===== config.mk =====
export PLATFORM = sky130hd
export DESIGN_NAME = fbd_memory_timing_control
export DESIGN_NICKNAME = d
export VERILOG_FILES = /design/src/rtl/fbd_timing_pkg.sv /design/src/rtl/gap_age.sv /design/src/rtl/fbd_memory_timing_control.sv
export VERILOG_INCLUDE_DIRS = /design/src /design/src/rtl
export SDC_FILE = /design/constraint.sdc
export NUM_CORES = 2
export LEC_CHECK = 0
export BUFFER_PORTS_ARGS = -buffer_cell sky130_fd_sc_hd__clkbuf_2
export CAP_MARGIN = 30
export CORE_MARGIN = 2
export CORE_UTILIZATION = 50
export CTS_BUF_LIST = sky130_fd_sc_hd__clkbuf_4
export CTS_CLUSTER_SIZE = 12
export DETAILED_ROUTE_END_ITERATION = 12
export GPL_TIMING_DRIVEN = 0
export HOLD_SLACK_MARGIN = 0.03
export PLACE_DENSITY = 0.7
export SKIP_CTS_REPAIR_TIMING = 1
export SYNTH_ARGS = -nofsm -noshare
export SYNTH_HDL_FRONTEND = slang
export SYNTH_SLANG_ARGS = --single-unit
export TNS_END_PERCENT = 100

===== constraint.sdc =====
create_clock -name ref_clk -period 4.65 [get_ports ref_clk]
set_clock_uncertainty 0.1 [all_clocks]
set_input_delay 0.465 -clock ref_clk [delete_from_list [all_inputs] [get_ports ref_clk]]
set_output_delay 0.465 -clock ref_clk [all_outputs]
set_load 0.01 [all_outputs]

===== src/rtl/fbd_timing_params.svh =====
// Register offsets, field ranges, reset values and timing counts for the
// memory timing control block. Included by the block's package users.
// Assumes a byte address bus, 32-bit registers, a 10 MHz core clock.
`ifndef FBD_TIMING_PARAMS_SVH
`define FBD_TIMING_PARAMS_SVH

// ----------------------------------------
// Register offsets
// ----------------------------------------
`define OFS_DRAM_TIMING_A 8'h48
`define OFS_TURNAROUND_B 8'h4C
`define OFS_QUEUE_STATUS 8'h50
`define OFS_LANE_DEFER 8'h5C
`define OFS_ERR_PERIOD_LIMIT 8'h60
`define OFS_ERR_PERIOD 8'h64

// ----------------------------------------
// Field ranges
// ----------------------------------------
`define F_ADDITIVE_LAT 30:28
`define F_ACT_WRC 27:22
`define F_SAME_BANK 21:16
`define F_REF_ACT 15:8
`define F_CROSS_BANK 7:4
`define F_REF_CODE 3:0
`define F_WR_RD_XR 18:16
`define F_RD_WR 15:12
`define F_WR_RD_SR 11:8
`define F_RD_RD_XR 7:4
`define F_WR_WR 3:0
`define F_IDLE_IGN 5
`define F_EDGE_DIS 4
`define F_DEFER 3:0
`define F_IORD 23:17
`define F_DEFRD 16:10
`define F_WQ 6:1
`define F_WPOST 0

// ----------------------------------------
// Reset values and counts
// ----------------------------------------
`define DEFER_RESET 4'h6
`define REF_MAX_PEND 4'h9
`define ERR_PRESCALE_CYCLES 524288
`define RI_1 11'h041
`define RI_2 11'h051
`define RI_3 11'h061
`define RI_4 11'h07C
`define RI_5 11'h09A
`define RI_6 11'h082
`define RI_7 11'h0A2
`define RI_8 11'h0B9
`define RI_9 11'h0C3
`define RI_A 11'h0FA
`define RI_B 11'h1F4
`define RI_C 11'h3E8
`define RI_D 11'h5DC
`define RI_E 11'h7D0

`endif


===== src/rtl/fbd_timing_pkg.sv =====
// Types shared by the memory timing control block.
// Assumes nothing beyond a SystemVerilog compiler.
`default_nettype none
package fbd_timing_pkg;
  typedef enum logic [1:0] {
    CMD_ACT = 2'h0,
    CMD_RD = 2'h1,
    CMD_WR = 2'h2,
    CMD_REF = 2'h3
  } cmd_kind_t;
endpackage
`default_nettype wire


===== src/rtl/gap_age.sv =====
// Saturating age counter: cycles since the last clearing event.
// Assumes a synchronous active-high reset on ref_clk.
`timescale 1ns/1ns
`default_nettype none
module gap_age #(
  parameter int W = 8
) (
  input wire logic ref_clk,
  input wire logic reset,
  input wire logic clear,
  output logic [W-1:0] age_r
);
  // Clear loads one so age equals command spacing on the next decision
  logic [W-1:0] age_nxt;

  assign age_nxt = clear ? W'(1) : ((&age_r) ? age_r : age_r + W'(1));

  always_ff @(posedge ref_clk) begin
    if (reset) begin
      age_r <= '1;
    end else begin
      age_r <= age_nxt;
    end
  end
endmodule
`default_nettype wire


===== src/rtl/fbd_memory_timing_control.sv =====
// Memory controller lane control, queue status, DRAM command spacing,
// refresh scheduling, early defer reply and error period counter.
// Assumes inputs synchronous to ref_clk and a host that holds a request
// until it sees req_accept_r.
`timescale 1ns/1ns
`default_nettype none
`include "fbd_timing_params.svh"
module fbd_memory_timing_control
  import fbd_timing_pkg::*;
#(
  parameter int LANES = 14,
  parameter int MODULES = 2,
  parameter int RANKS = 2,
  parameter int BANKS = 4,
  parameter int RET_LAT = 24,
  parameter int ERR_PRESCALE = `ERR_PRESCALE_CYCLES
) (
  input wire logic ref_clk,
  input wire logic reset,
  input wire logic [7:0] reg_addr,
  input wire logic [31:0] reg_wdata,
  input wire logic reg_write,
  input wire logic reg_read,
  output logic [31:0] reg_rdata_r,
  input wire logic [LANES-1:0] electrical_idle,
  input wire logic soft_core_reset,
  input wire logic cal_active,
  output logic [LANES-1:0] cal_detect_en_r,
  output logic [LANES-1:0] edge_off_r,
  output logic rx_train_en_r,
  input wire logic [6:0] inorder_depth_in,
  input wire logic [6:0] deferred_depth_in,
  input wire logic [5:0] write_depth_in,
  input wire logic write_pending_in,
  input wire logic req_valid,
  input wire cmd_kind_t req_kind,
  input wire logic req_close,
  input wire logic [$clog2(MODULES)-1:0] req_module,
  input wire logic [$clog2(RANKS)-1:0] req_rank,
  input wire logic [$clog2(BANKS)-1:0] req_bank,
  output logic req_accept_r,
  output logic issue_valid_r,
  output cmd_kind_t issue_kind_r,
  output logic [$clog2(MODULES*RANKS)-1:0] issue_rank_r,
  output logic [$clog2(BANKS)-1:0] issue_bank_r,
  output logic early_defer_r,
  output logic data_arrive_r,
  output logic err_decrement_r
);
  localparam int RK = MODULES * RANKS;
  localparam int NB = RK * BANKS;
  localparam int RW = $clog2(RK);
  localparam int BW = $clog2(BANKS);
  localparam int MW = $clog2(MODULES);
  localparam int PW = $clog2(ERR_PRESCALE);

  // ----------------------------------------
  // Elaboration checks
  // ----------------------------------------
  // Concatenated rank and bank indices need powers of two
  if ((1 << BW) != BANKS || (1 << $clog2(RANKS)) != RANKS || (1 << MW) != MODULES ||
      BANKS < 2 || RANKS < 2 || MODULES < 2) begin : g_bad_geom
    $error("Geometry must be powers of two, at least two each");
  end
  if (RET_LAT <= 16 || ERR_PRESCALE < 2 || LANES < 1) begin : g_bad_param
    $error("Return latency must exceed the largest defer lead");
  end

  // ----------------------------------------
  // Registers
  // ----------------------------------------
  logic [31:0] dram_timing_a_r;
  logic [31:0] dram_turnaround_timing_b_r;
  logic idle_ignore_train_enable_r;
  logic edge_off_disable_r;
  logic [3:0] defer_reply_launch_delay_r;
  logic defer_locked_r;
  logic [31:0] error_period_threshold_r;
  logic [6:0] inorder_read_depth_r;
  logic [6:0] deferred_read_depth_r;
  logic [5:0] write_queue_occupancy_r;
  logic writes_posted_r;

  wire logic wr_timing_a = reg_write && (reg_addr == `OFS_DRAM_TIMING_A);
  wire logic wr_timing_b = reg_write && (reg_addr == `OFS_TURNAROUND_B);
  wire logic wr_lane_defer = reg_write && (reg_addr == `OFS_LANE_DEFER);
  wire logic wr_err_period_limit = reg_write && (reg_addr == `OFS_ERR_PERIOD_LIMIT);

  always_ff @(posedge ref_clk) begin
    if (reset) begin
      dram_timing_a_r <= 32'h0;
      dram_turnaround_timing_b_r <= 32'h0;
      error_period_threshold_r <= 32'h0;
      idle_ignore_train_enable_r <= 1'b0;
      edge_off_disable_r <= 1'b0;
    end else begin
      if (wr_timing_a) begin
        dram_timing_a_r <= {1'b0, reg_wdata[30:0]};
      end
      if (wr_timing_b) begin
        dram_turnaround_timing_b_r <= {13'h0, reg_wdata[18:0]};
      end
      if (wr_err_period_limit) begin
        error_period_threshold_r <= reg_wdata;
      end
      if (wr_lane_defer) begin
        idle_ignore_train_enable_r <= reg_wdata[`F_IDLE_IGN];
        edge_off_disable_r <= reg_wdata[`F_EDGE_DIS];
      end
    end
  end

  // Write-once: first write after reset sticks, later ones are dropped
  always_ff @(posedge ref_clk) begin
    if (reset) begin
      defer_reply_launch_delay_r <= `DEFER_RESET;
      defer_locked_r <= 1'b0;
    end else if (wr_lane_defer && !defer_locked_r) begin
      defer_reply_launch_delay_r <= reg_wdata[`F_DEFER];
      defer_locked_r <= 1'b1;
    end
  end

  // ----------------------------------------
  // Queue status capture
  // ----------------------------------------
  always_ff @(posedge ref_clk) begin
    if (reset) begin
      inorder_read_depth_r <= 7'h0;
      deferred_read_depth_r <= 7'h0;
      write_queue_occupancy_r <= 6'h0;
      writes_posted_r <= 1'b0;
    end else begin
      inorder_read_depth_r <= inorder_depth_in;
      deferred_read_depth_r <= deferred_depth_in;
      write_queue_occupancy_r <= write_depth_in;
      writes_posted_r <= (|write_depth_in) || write_pending_in;
    end
  end

  // ----------------------------------------
  // Register read port
  // ----------------------------------------
  logic [31:0] err_period_cnt_r;
  wire logic [31:0] status_word = {8'h0, inorder_read_depth_r, deferred_read_depth_r,
                                   3'h0, write_queue_occupancy_r, writes_posted_r};
  wire logic [31:0] lane_word = {26'h0, idle_ignore_train_enable_r, edge_off_disable_r,
                                 defer_reply_launch_delay_r};
  wire logic [31:0] rd_mux =
    (reg_addr == `OFS_DRAM_TIMING_A) ? dram_timing_a_r :
    (reg_addr == `OFS_TURNAROUND_B) ? dram_turnaround_timing_b_r :
    (reg_addr == `OFS_QUEUE_STATUS) ? status_word :
    (reg_addr == `OFS_LANE_DEFER) ? lane_word :
    (reg_addr == `OFS_ERR_PERIOD_LIMIT) ? error_period_threshold_r :
    (reg_addr == `OFS_ERR_PERIOD) ? err_period_cnt_r : 32'h0;

  always_ff @(posedge ref_clk) begin
    if (reset) begin
      reg_rdata_r <= 32'h0;
    end else begin
      reg_rdata_r <= reg_read ? rd_mux : 32'h0;
    end
  end

  // ----------------------------------------
  // Northbound lane control
  // ----------------------------------------
  always_ff @(posedge ref_clk) begin
    if (reset) begin
      cal_detect_en_r <= '0;
      edge_off_r <= '0;
      rx_train_en_r <= 1'b0;
    end else begin
      // Idle lanes are masked unless the option ignores idle sensing
      cal_detect_en_r <= {LANES{idle_ignore_train_enable_r}} | ~electrical_idle;
      rx_train_en_r <= cal_active && idle_ignore_train_enable_r;
      // Soft core reset still forces edge-off even when idle gating is off
      edge_off_r <= {LANES{soft_core_reset}} |
                    (electrical_idle & {LANES{!edge_off_disable_r}});
    end
  end

  // ----------------------------------------
  // Spacing fields, widened to the age width
  // ----------------------------------------
  wire logic [7:0] g_wrc = 8'(dram_timing_a_r[`F_ACT_WRC]);
  wire logic [7:0] g_same = 8'(dram_timing_a_r[`F_SAME_BANK]);
  wire logic [7:0] g_ref = dram_timing_a_r[`F_REF_ACT];
  wire logic [7:0] g_cross = 8'(dram_timing_a_r[`F_CROSS_BANK]);
  wire logic [7:0] g_wr_rd_xr = 8'(dram_turnaround_timing_b_r[`F_WR_RD_XR]);
  wire logic [7:0] g_rd_wr = 8'(dram_turnaround_timing_b_r[`F_RD_WR]);
  wire logic [7:0] g_wr_rd_sr = 8'(dram_turnaround_timing_b_r[`F_WR_RD_SR]);
  wire logic [7:0] g_rd_rd_xr = 8'(dram_turnaround_timing_b_r[`F_RD_RD_XR]);
  wire logic [7:0] g_wr_wr = 8'(dram_turnaround_timing_b_r[`F_WR_WR]);

  // ----------------------------------------
  // Issue selection
  // ----------------------------------------
  logic go_ref;
  logic go_host;
  logic [RW-1:0] ref_rank;
  logic [RK-1:0] ref_ok;
  logic [RK-1:0] rd_blk;
  logic [RK-1:0] wr_blk;
  logic [RK-1:0] act_blk;
  logic [NB-1:0] bank_ok;
  logic ref_tick;

  wire logic [RW-1:0] req_gr = {req_module, req_rank};
  wire logic [RW+BW-1:0] req_bi = {req_gr, req_bank};
  wire logic act_ok = !(|act_blk) && bank_ok[req_bi];
  wire logic host_ok = req_valid && !issue_valid_r &&
                       (((req_kind == CMD_ACT) && act_ok) ||
                        ((req_kind == CMD_RD) && !(|rd_blk)) ||
                        ((req_kind == CMD_WR) && !(|wr_blk)));

  // Lowest pending rank that may refresh now; refresh beats host traffic
  always_comb begin
    ref_rank = '0;
    for (int r = RK - 1; r >= 0; r--) begin
      if (ref_ok[r]) begin
        ref_rank = RW'(r);
      end
    end
  end

  assign go_ref = !issue_valid_r && (|ref_ok);
  assign go_host = host_ok && !go_ref;
  wire logic iss = go_ref || go_host;
  wire cmd_kind_t iss_kind = go_ref ? CMD_REF : req_kind;
  wire logic [RW-1:0] iss_rank = go_ref ? ref_rank : req_gr;
  wire logic [RW+BW-1:0] iss_bi = {iss_rank, req_bank};

  always_ff @(posedge ref_clk) begin
    if (reset) begin
      issue_valid_r <= 1'b0;
      issue_kind_r <= CMD_ACT;
      issue_rank_r <= '0;
      issue_bank_r <= '0;
      req_accept_r <= 1'b0;
    end else begin
      issue_valid_r <= iss;
      issue_kind_r <= iss_kind;
      issue_rank_r <= iss_rank;
      issue_bank_r <= go_ref ? '0 : req_bank;
      req_accept_r <= go_host;
    end
  end

  // ----------------------------------------
  // Per-bank spacing
  // ----------------------------------------
  for (genvar b = 0; b < NB; b++) begin : g_bank
    logic [7:0] age;
    logic wrc_r;
    wire logic hit = iss && (iss_bi == (RW + BW)'(b));
    gap_age #(.W(8)) u_age (
      .ref_clk(ref_clk),
      .reset(reset),
      .clear(hit && (iss_kind == CMD_ACT)),
      .age_r(age)
    );
    // Write with page close arms the longer activate-to-activate wait
    always_ff @(posedge ref_clk) begin
      if (reset) begin
        wrc_r <= 1'b0;
      end else if (hit && (iss_kind == CMD_WR) && req_close) begin
        wrc_r <= 1'b1;
      end else if (hit && (iss_kind == CMD_ACT)) begin
        wrc_r <= 1'b0;
      end
    end
    assign bank_ok[b] = (age >= g_same) && !(wrc_r && (age < g_wrc));
  end

  // ----------------------------------------
  // Per-rank spacing and refresh debt
  // ----------------------------------------
  for (genvar r = 0; r < RK; r++) begin : g_rank
    logic [7:0] act_age;
    logic [7:0] rd_age;
    logic [7:0] wr_age;
    logic [7:0] ref_age;
    logic [3:0] pend_r;
    wire logic here = iss && (iss_rank == RW'(r));
    wire logic same_rank = (req_gr == RW'(r));
    wire logic same_mod = (req_module == MW'(r / RANKS));
    wire logic ref_here = here && (iss_kind == CMD_REF);
    gap_age #(.W(8)) u_act (
      .ref_clk(ref_clk),
      .reset(reset),
      .clear(here && ((iss_kind == CMD_ACT) || (iss_kind == CMD_REF))),
      .age_r(act_age)
    );
    gap_age #(.W(8)) u_rd (
      .ref_clk(ref_clk),
      .reset(reset),
      .clear(here && (iss_kind == CMD_RD)),
      .age_r(rd_age)
    );
    gap_age #(.W(8)) u_wr (
      .ref_clk(ref_clk),
      .reset(reset),
      .clear(here && (iss_kind == CMD_WR)),
      .age_r(wr_age)
    );
    gap_age #(.W(8)) u_ref (
      .ref_clk(ref_clk),
      .reset(reset),
      .clear(ref_here),
      .age_r(ref_age)
    );
    assign rd_blk[r] = same_rank ? (wr_age < g_wr_rd_sr) :
                       (same_mod && ((wr_age < g_wr_rd_xr) || (rd_age < g_rd_rd_xr)));
    assign wr_blk[r] = same_mod && ((rd_age < g_rd_wr) || (wr_age < g_wr_wr));
    // Applied to any bank of the rank, a conservative reading
    assign act_blk[r] = same_rank && ((act_age < g_cross) || (ref_age < g_ref));
    assign ref_ok[r] = (&bank_ok[r*BANKS +: BANKS]) && (act_age >= g_cross) &&
                       (ref_age >= g_ref) && (pend_r != 4'h0);
    // Debt may grow to nine intervals, keeping the nine-interval average
    always_ff @(posedge ref_clk) begin
      if (reset) begin
        pend_r <= 4'h0;
      end else if (ref_tick && !ref_here && (pend_r != `REF_MAX_PEND)) begin
        pend_r <= pend_r + 4'h1;
      end else if (ref_here && !ref_tick) begin
        pend_r <= pend_r - 4'h1;
      end
    end
  end

  // ----------------------------------------
  // Refresh interval timer
  // ----------------------------------------
  logic [10:0] ref_sixteenths;
  logic [14:0] ref_cnt_r;

  always_comb begin
    case (dram_timing_a_r[`F_REF_CODE])
      4'h1: ref_sixteenths = `RI_1;
      4'h2: ref_sixteenths = `RI_2;
      4'h3: ref_sixteenths = `RI_3;
      4'h4: ref_sixteenths = `RI_4;
      4'h5: ref_sixteenths = `RI_5;
      4'h6: ref_sixteenths = `RI_6;
      4'h7: ref_sixteenths = `RI_7;
      4'h8: ref_sixteenths = `RI_8;
      4'h9: ref_sixteenths = `RI_9;
      4'hA: ref_sixteenths = `RI_A;
      4'hB: ref_sixteenths = `RI_B;
      4'hC: ref_sixteenths = `RI_C;
      4'hD: ref_sixteenths = `RI_D;
      4'hE: ref_sixteenths = `RI_E;
      default: ref_sixteenths = 11'h0;
    endcase
  end

  // Reserved code F is treated as disabled
  wire logic ref_on = (ref_sixteenths != 11'h0);
  wire logic [14:0] ref_last = {ref_sixteenths, 4'h0} - 15'h1;
  assign ref_tick = ref_on && (ref_cnt_r >= ref_last);

  always_ff @(posedge ref_clk) begin
    if (reset || !ref_on || ref_tick) begin
      ref_cnt_r <= 15'h0;
    end else begin
      ref_cnt_r <= ref_cnt_r + 15'h1;
    end
  end

  // ----------------------------------------
  // Early defer reply
  // ----------------------------------------
  logic [RET_LAT-1:0] rd_pipe_r;
  wire logic rd_launch = iss && (iss_kind == CMD_RD);

  always_ff @(posedge ref_clk) begin
    if (reset) begin
      rd_pipe_r <= '0;
      early_defer_r <= 1'b0;
      data_arrive_r <= 1'b0;
    end else begin
      rd_pipe_r <= {rd_launch, rd_pipe_r[RET_LAT-1:1]};
      early_defer_r <= rd_pipe_r[defer_reply_launch_delay_r];
      data_arrive_r <= rd_pipe_r[0];
    end
  end

  // ----------------------------------------
  // Error period counter
  // ----------------------------------------
  logic [PW-1:0] pre_cnt_r;
  wire logic pre_tick = (pre_cnt_r == PW'(ERR_PRESCALE - 1));
  wire logic [31:0] period_inc = err_period_cnt_r + 32'h1;
  wire logic period_hit = pre_tick && (error_period_threshold_r != 32'h0) &&
                          (period_inc >= error_period_threshold_r);

  always_ff @(posedge ref_clk) begin
    if (reset || pre_tick) begin
      pre_cnt_r <= '0;
    end else begin
      pre_cnt_r <= pre_cnt_r + PW'(1);
    end
  end

  always_ff @(posedge ref_clk) begin
    if (reset) begin
      err_period_cnt_r <= 32'h0;
      err_decrement_r <= 1'b0;
    end else begin
      if (pre_tick) begin
        err_period_cnt_r <= period_hit ? 32'h0 : period_inc;
      end
      err_decrement_r <= period_hit;
    end
  end
endmodule
`default_nettype wire


== Word level (Yosys, flattened, before mapping) ==
Memories as Yosys holds them, arrays and structs flattened. A register that Yosys moved wholly into a read port is not among the register bits.
Cells that the tools add are included.

* Flip-flop bits (word level): 560
* Memory bits (read-only): 176
* Bits of input ports: 89
* Output and inout port bits: 72
* Memories kept: 1

* Add/sub/neg operators: 44
* Magnitude comparators: 72
* Equality and inequality tests: 69
* Multiplexer cells: 127
* Bitwise logic cells: 6
* Reductions and logical operators: 326

{| class="wikitable"
|+ Memory list
! memory !! depth !! width !! rd ports !! clocked after memory_dff !! wr ports !! line !! RTL
|-
| (name not given) || 16 || 11 || 1 || 1 || 0 || fbd_memory_timing_control.sv:339 || <nowiki>case (dram_timing_a_r[`F_REF_CODE])</nowiki>
|}

{| class="wikitable"
|+ Operators with widths
! cell !! number
|-
| two-way mux 8 bit || 64
|-
| adder 8 x 1 -> 8 bit (second input constant) || 32
|-
| AND reduction 8 bit || 32
|-
| logical AND 1 bit || 170
|-
| less-than comparator 8 x 4 -> 1 bit || 20
|-
| >= comparator 8 x 6 -> 1 bit || 16
|-
| less-than comparator 8 x 6 -> 1 bit || 16
|-
| two-way mux 31 bit || 4
|-
| two-way mux 32 bit || 3
|-
| OR reduction 2 bit || 34
|-
| != test 2 x 1 -> 1 bit (second input constant) || 28
|-
| equality test 8 x 7 -> 1 bit (second input constant) || 6
|-
| two-way mux 4 bit || 10
|-
| nonzero test 2 bit || 20
|-
| two-way mux 1 bit || 38
|-
| adder 32 x 1 -> 32 bit (second input constant) || 1
|-
| equality test 4 bit (second input constant) || 8
|-
| >= comparator 32 bit || 1
|-
| >= comparator 8 x 4 -> 1 bit || 4
|-
| >= comparator 8 bit || 4
|-
| less-than comparator 8 x 3 -> 1 bit || 4
|-
| less-than comparator 8 bit || 4
|-
| nonzero test 32 bit || 1
|-
| zero test 1 bit || 29
|-
| 30 further kinds || 95
|}

== Depth between registers and ports, before layout ==
* Depth in word-level cells: 20
* Mapped depth: 25
* Depth with buffers taken out: 22

== Modules after synthesis ==
A second synthesis with hierarchy kept.

* Cell total of the unflattened synthesis: 3863
* Area, all modules: 34008.9 µm²

{| class="wikitable"
|+ By module, submodules not included
! module !! instances !! cells an instance !! area each (µm²)
|-
| fbd_memory_timing_control || 1 || 2455 || 20756.2
|-
| gap_age || 32 || 44 || 414.1
|}

== Worst setup path after synthesis ==
Ideal clock, no wire load.

* Path kind: register to register
* Start point: register dram_timing_a_r[21]
* End point: register g_rank[0].pend_r[3]
* Library setup time: 121 ps
* Data arrival time: 4671 ps
* Slack: -242 ps
* Stages on the path, launching flop included: 24
* Buffers on the path: 2
* Clock period less this slack: 4892 ps
* Cell sequence: dfxtp_1 inv_1 ha_1 a2111oi_0 nand2_1 a21oi_1 nor2_1 and3_1 o2bb2ai_1 o31ai_2 nor2b_1 inv_1 ha_1 nand2_1 and3b_1 buf_2 buf_2 nand2b_1 ha_1 a21o_1 a21o_1 nand2b_1 mux2i_1 mux2_2

* Elaborated cells on any way between the ends: 76
* Classes of those cells: order compare (16); eq/ne (1); mux (9); reduce/logical (50)

{| class="wikitable"
|+ RTL lines
! what !! line !! RTL
|-
| from (decl) || fbd_memory_timing_control.sv:72 || <nowiki>logic [31:0] dram_timing_a_r;</nowiki>
|-
| from (signal assigned) || fbd_memory_timing_control.sv:98 || <nowiki>dram_timing_a_r <= {1'b0, reg_wdata[30:0]};</nowiki>
|-
| >= comparator 8 x 6 -> 1 bit || fbd_memory_timing_control.sv:273 || <nowiki>assign bank_ok[b] = (age >= g_same) && !(wrc_r && (age < g_wrc));</nowiki>
|-
| logical AND 1 bit || fbd_memory_timing_control.sv:273 ||
|-
| AND reduction 4 bit || fbd_memory_timing_control.sv:318 || <nowiki>assign ref_ok[r] = (&bank_ok[r*BANKS +: BANKS]) && (act_age >= g_cross) &&</nowiki>
|-
| logical AND 1 bit (2 in a row) || fbd_memory_timing_control.sv:318 ||
|-
| logical AND 1 bit || fbd_memory_timing_control.sv:319 || <nowiki>(ref_age >= g_ref) && (pend_r != 4'h0);</nowiki>
|-
| OR reduction 4 bit (*) || fbd_memory_timing_control.sv:227 || <nowiki>assign go_ref = !issue_valid_r && (|ref_ok);</nowiki>
|-
| logical AND 1 bit (*) || fbd_memory_timing_control.sv:227 ||
|-
| two-way mux 2 bit (*) || fbd_memory_timing_control.sv:230 || <nowiki>wire cmd_kind_t iss_kind = go_ref ? CMD_REF : req_kind;</nowiki>
|-
| net iss_kind[0] || fbd_memory_timing_control.sv:230 ||
|-
| equality test 2 bit (*) || fbd_memory_timing_control.sv:288 || <nowiki>wire logic ref_here = here && (iss_kind == CMD_REF);</nowiki>
|-
| logical AND 1 bit (*) || fbd_memory_timing_control.sv:288 ||
|-
| zero test 1 bit || fbd_memory_timing_control.sv:324 || <nowiki>end else if (ref_tick && !ref_here && (pend_r != `REF_MAX_PEND)) begin</nowiki>
|-
| logical AND 1 bit (2 in a row) || fbd_memory_timing_control.sv:324 ||
|-
| two-way mux 4 bit or nonzero test 2 bit (tied branches) || n/a ||
|-
| to (signal assigned) || fbd_memory_timing_control.sv:325 || <nowiki>pend_r <= pend_r + 4'h1;</nowiki>
|-
| to (signal assigned) || fbd_memory_timing_control.sv:327 || <nowiki>pend_r <= pend_r - 4'h1;</nowiki>
|-
| to (decl) || fbd_memory_timing_control.sv:284 || <nowiki>logic [3:0] pend_r;</nowiki>
|}

Mark *: on every way through the listed nets, which the timed path passes. The rest lies on a longest branch. The select of a mux whose other input is x is not followed.
A chain may end at the register's enable or synchronous reset.

== Final worst setup path ==
* Start point: register dram_timing_a_r[20]
* End point: register g_rank[0].pend_r[3]

Same word-level chain as after synthesis.

==> flow_summary_export.csv <==
group,metric,value,unit
status,violations,"negative setup slack",
logic_synthesis,yosysTopAreaCellShare,35.1,%
layout,regArea,11500,µm²
clock_network,clk_pin_slew,0.06,ns
detailed_routing,final_antenna_net_count,0,
detailed_routing,drtPass1Iterations,7,
die,die-area,67300,µm²
logic_synthesis,synth_cells,3703,
logic_synthesis,synth_edf_count,0,
placed_design,routabilityCongestion,0.966,
clock_network,cts_buffers,159,
worst_setup_path,cp_data_arrival_time,5.76,ns
worst_setup_path,reg2regPathDepth,23,
die,rows,93,
job,cap_violations,0,
worst_setup_path,worst_setup_path_end_kind,"flop",
logic_synthesis,ys_warn_count,0,
logic_synthesis,syn_nets,4174,
logic_synthesis,synth_area_leaders,"dfxtp_1 35%, ha_1 15%, o21bai_1 5.1%",
layout,n_fill_cell,5655,
placed_design,numPortBuffers,158,
clock_network,cts_sinks,571,
logic_synthesis,synth_common_cells,"571 x dfxtp_1, 378 x ha_1, 327 x nand2_1",
layout,drive_gt1_share,16.2,%
hold_path,min_path_type,"in -> reg",
clock_network,clk_latency,1.05,ns
die,die_w,259,µm
clock_network,clockBufferDepth,3,
timing,period_share,107,%
worst_setup_path,r2r_start,"dram_timing_a_r[20]",
logic_synthesis,avgSynthCellArea,8.81,µm²
worst_setup_path,timing.rr.end,"g_rank[0].pend_r[3]",
logic_synthesis,synth.most_common_cell,"dfxtp_1",
logic_synthesis,ys_seq_elements,571,
worst_setup_path,cp_max_fo,6,
timing,setup_viol,6,
worst_setup_path,worstPathRequired,5.45,ns
global_routing,grt_pass1_vias,27450,
hold_path,hold-path-endpoint,"cal_detect_en_r[7]",
layout,syn2layout_area_growth,20.5,%
hold_path,hold_path.startpoint,"electrical_idle[7]",
logic_synthesis,synth_cell_type_count,82,
logic_synthesis,async_flop_share,0,%
global_routing,grt_usage,28.3,%
global_routing,grt_pass1_wl,150000,µm
detailed_routing,drc,0,
placed_design,post-place-cells,4726,
power,power_per_cell_area,517,nW/µm²
worst_setup_path,worst-r2r-setup-slack,-0.31,ns
timing,period_needed,4.96,ns
timing,hold_viol,0,
layout,layout.cells.non_filler,5167,
die,coreArea,64500,µm²
timing,layout_setup_ws,-0.307,ns
power,ir_worst_vdd,0.000426,V
worst_setup_path,setup.worst_path.start_class,"flop",
clock_network,htree_levels,4,
layout,nets,4668,
hold_path,min_path_cells,3,
detailed_routing,wirelength,101000,µm
worst_setup_path,crit_type,"reg -> reg",
global_routing,grt_max_degree,17,
logic_synthesis,synth_top_area_cell,"dfxtp_1",
global_routing,grt_overflow,0,
die,ios,161,
logic_synthesis,synth_ff_type,"dfxtp_1",
timing,maxSlewViolCount,0,
detailed_routing,drtIter0Drc,2429,
clock_network,cts_tree,"yes",
placed_design,dp_hpwl,71300,µm
timing,fmax,0.202,GHz
detailed_routing,vias,30181,
global_routing,antenna_found_initial,3,
power,p_leak,0.0164,µW
status,status,"finished with violations",
timing,tightest_slew,0.969,ns
timing,rsz0062_at_grt,"yes",
logic_synthesis,synth_area,32600,µm²
timing,relSlewSlack,35.2,%
layout,multi_input_area,21000,µm²
clock_network,cts-root-buf,"clkbuf_4",
detailed_routing,wl_per_cell,19.5,µm
detailed_routing,vias_per_cell,5.84,
logic_synthesis,yosysSeqAreaShare,35.1,%
timing,setup-tns-final,-1.12,ns
die,dieHeight,259,µm
die,start_util,50.6,%
[registers in the layout, summed over array words and instances (netlist names), 11 cells and up]
signal / flops
rd_pipe_r: 24
g_bank.u_age.age_r: 128
ref_sixteenths: 11
g_rank.pend_r: 16
edge_off_r: 14
g_rank.u_rd.age_r: 32
pre_cnt_r: 19
g_rank.u_act.age_r: 32
g_rank.u_wr.age_r: 32
dram_timing_a_r: 31
g_rank.u_ref.age_r: 32
reg_rdata_r: 32
ref_cnt_r: 15
dram_turnaround_timing_b_r: 19
error_period_threshold_r: 32
g_bank.wrc_r: 16
cal_detect_en_r: 14
err_period_cnt_r: 32
[cell usage in the layout, fill, tap and decap left out, types with 17 or more instances in the layout]
cell type	count
dfxtp_1	561
ha_1	363
nand2_1	324
a21oi_1	230
clkbuf_4	221
o21bai_1	221
nor2_1	200
nand3_1	163
o21ai_0	160
clkbuf_2	158
xor2_1	130
inv_1	125
and3_1	112
clkbuf_1	107
nor2b_1	106
nand4_1	97
dlygate4sd3_1	87
buf_4	78
xnor2_1	68
mux2i_1	50
a21o_1	47
or3_1	38
clkinv_1	38
mux2_2	37
nand3b_1	36
nand2b_1	29
o21ai_1	24
o32ai_1	24
a22oi_1	19
nor4_1	18
a31oi_1	18
nor3_1	18
a211oi_1	17
[area by class of cell]
| type | instances | share of cell area (%) |
|---|---|---|
| Timing Repair Buffer | 337 | 6.66 |
| Sequential cell | 571 | 29.1 |
| Clock buffer | 219 | 4.18 |
| Clock inverter | 54 | 0.914 |
| Buffer | 131 | 1.51 |
| Tap cell | 855 | 2.72 |
| Multi-Input combinational cell | 2859 | 53.5 |
| Inverter | 138 | 1.39 |
| Antenna cell | 3 | 0.0191 |
[worst max path at each step]
| stage | from | end | slack (ns) | cells after the start |
|---|---|---|---|---|
| 3_5_place_dp | err_period_cnt_r[0] | err_period_cnt_r[4] | -1.42 | 22 |
| 3_3_place_gp | err_period_cnt_r[0] | err_period_cnt_r[3] | -1.43 | 22 |
| 5_1_grt | dram_timing_a_r[20] | g_rank[0].pend_r[3] | -0.46 | 23 |
| 4_1_cts | err_period_cnt_r[0] | err_period_cnt_r[21] | -1.49 | 22 |
| 2_1_floorplan | dram_timing_a_r[21] | g_rank[0].pend_r[3] | -0.04 | 23 |
| 6_report | dram_timing_a_r[20] | g_rank[0].pend_r[3] | -0.31 | 23 |
[metal layers]
metal  global-route usage (%)  routed length, µm  vias up  share of wire, %
li1                         -                  -    14566                 -
met2                     44.5              45500     1121                45
met5                        0                 13        -             0.013
met3                     5.35               7180      286               7.1
met4                     14.6               4870        2               4.8
met1                     36.8              43100    14206                43
[critical path: stages, from the launching register on]
cell,delay (ns)
dfxtp_4,0.36
clkinvlp_4,0.18
clkbuf_16,0.23
ha_4,0.24
nor4bb_4,0.16
a221o_1,0.33
a31oi_1,0.20
o21ai_2,0.15
nand3_2,0.13
nor2_4,0.05
o31ai_4,0.38
nor2b_4,0.27
inv_2,0.07
ha_4,0.18
nand2_4,0.07
and3b_2,0.25
buf_8,0.13
nand2b_4,0.15
ha_4,0.22
a21o_1,0.15
a21o_1,0.17
nand2b_4,0.14
mux2i_2,0.19
mux2_4,0.32
[power by group]
group          internal, µW  leakage (µW)  switching [µW]
Clock                  2410       0.00117            2270
Combinational          4050        0.0105            4530
Sequential             5870       0.00469            1210
[logic make-up (layout without fill, tap and decap cells)]
group                      Yosys count  after routing  share of synthesized area [%]
xor gates and xnor gates           201            201                           5.40
adders and majority gates          382            382                           14.7
AOI/OAI and AO/OA                  906            906                           18.0
other                                0              3                              0
muxes                               98             98                           3.40
DFF                                571            571                           35.1
buffers and inverters              273            879                           3.20
and+or+nand+nor                   1272           1272                           20.2
[per-stage QoR]
stage | hold slack, ns | utilization (%) | instance area (µm²) | setup slack [ns] | total power, µW
finish | 0.0800 | 61.0 | 39300 | -0.307 | 20300
global route | 0.0286 | 61.0 | 39300 | -0.462 | 21900
CTS | -0.574 | 57.3 | 36900 | -1.49 | 19700
detailed placement | 0.329 | 54.2 | 34900 | -1.42 | 15000
global placement | 0.317 | 53.8 | 34700 | -1.43 | 14800
floorplan | 0.314 | - | 32800 | -0.0439 | 13100
No activity file was read; power rests on OpenSTA's default activity.
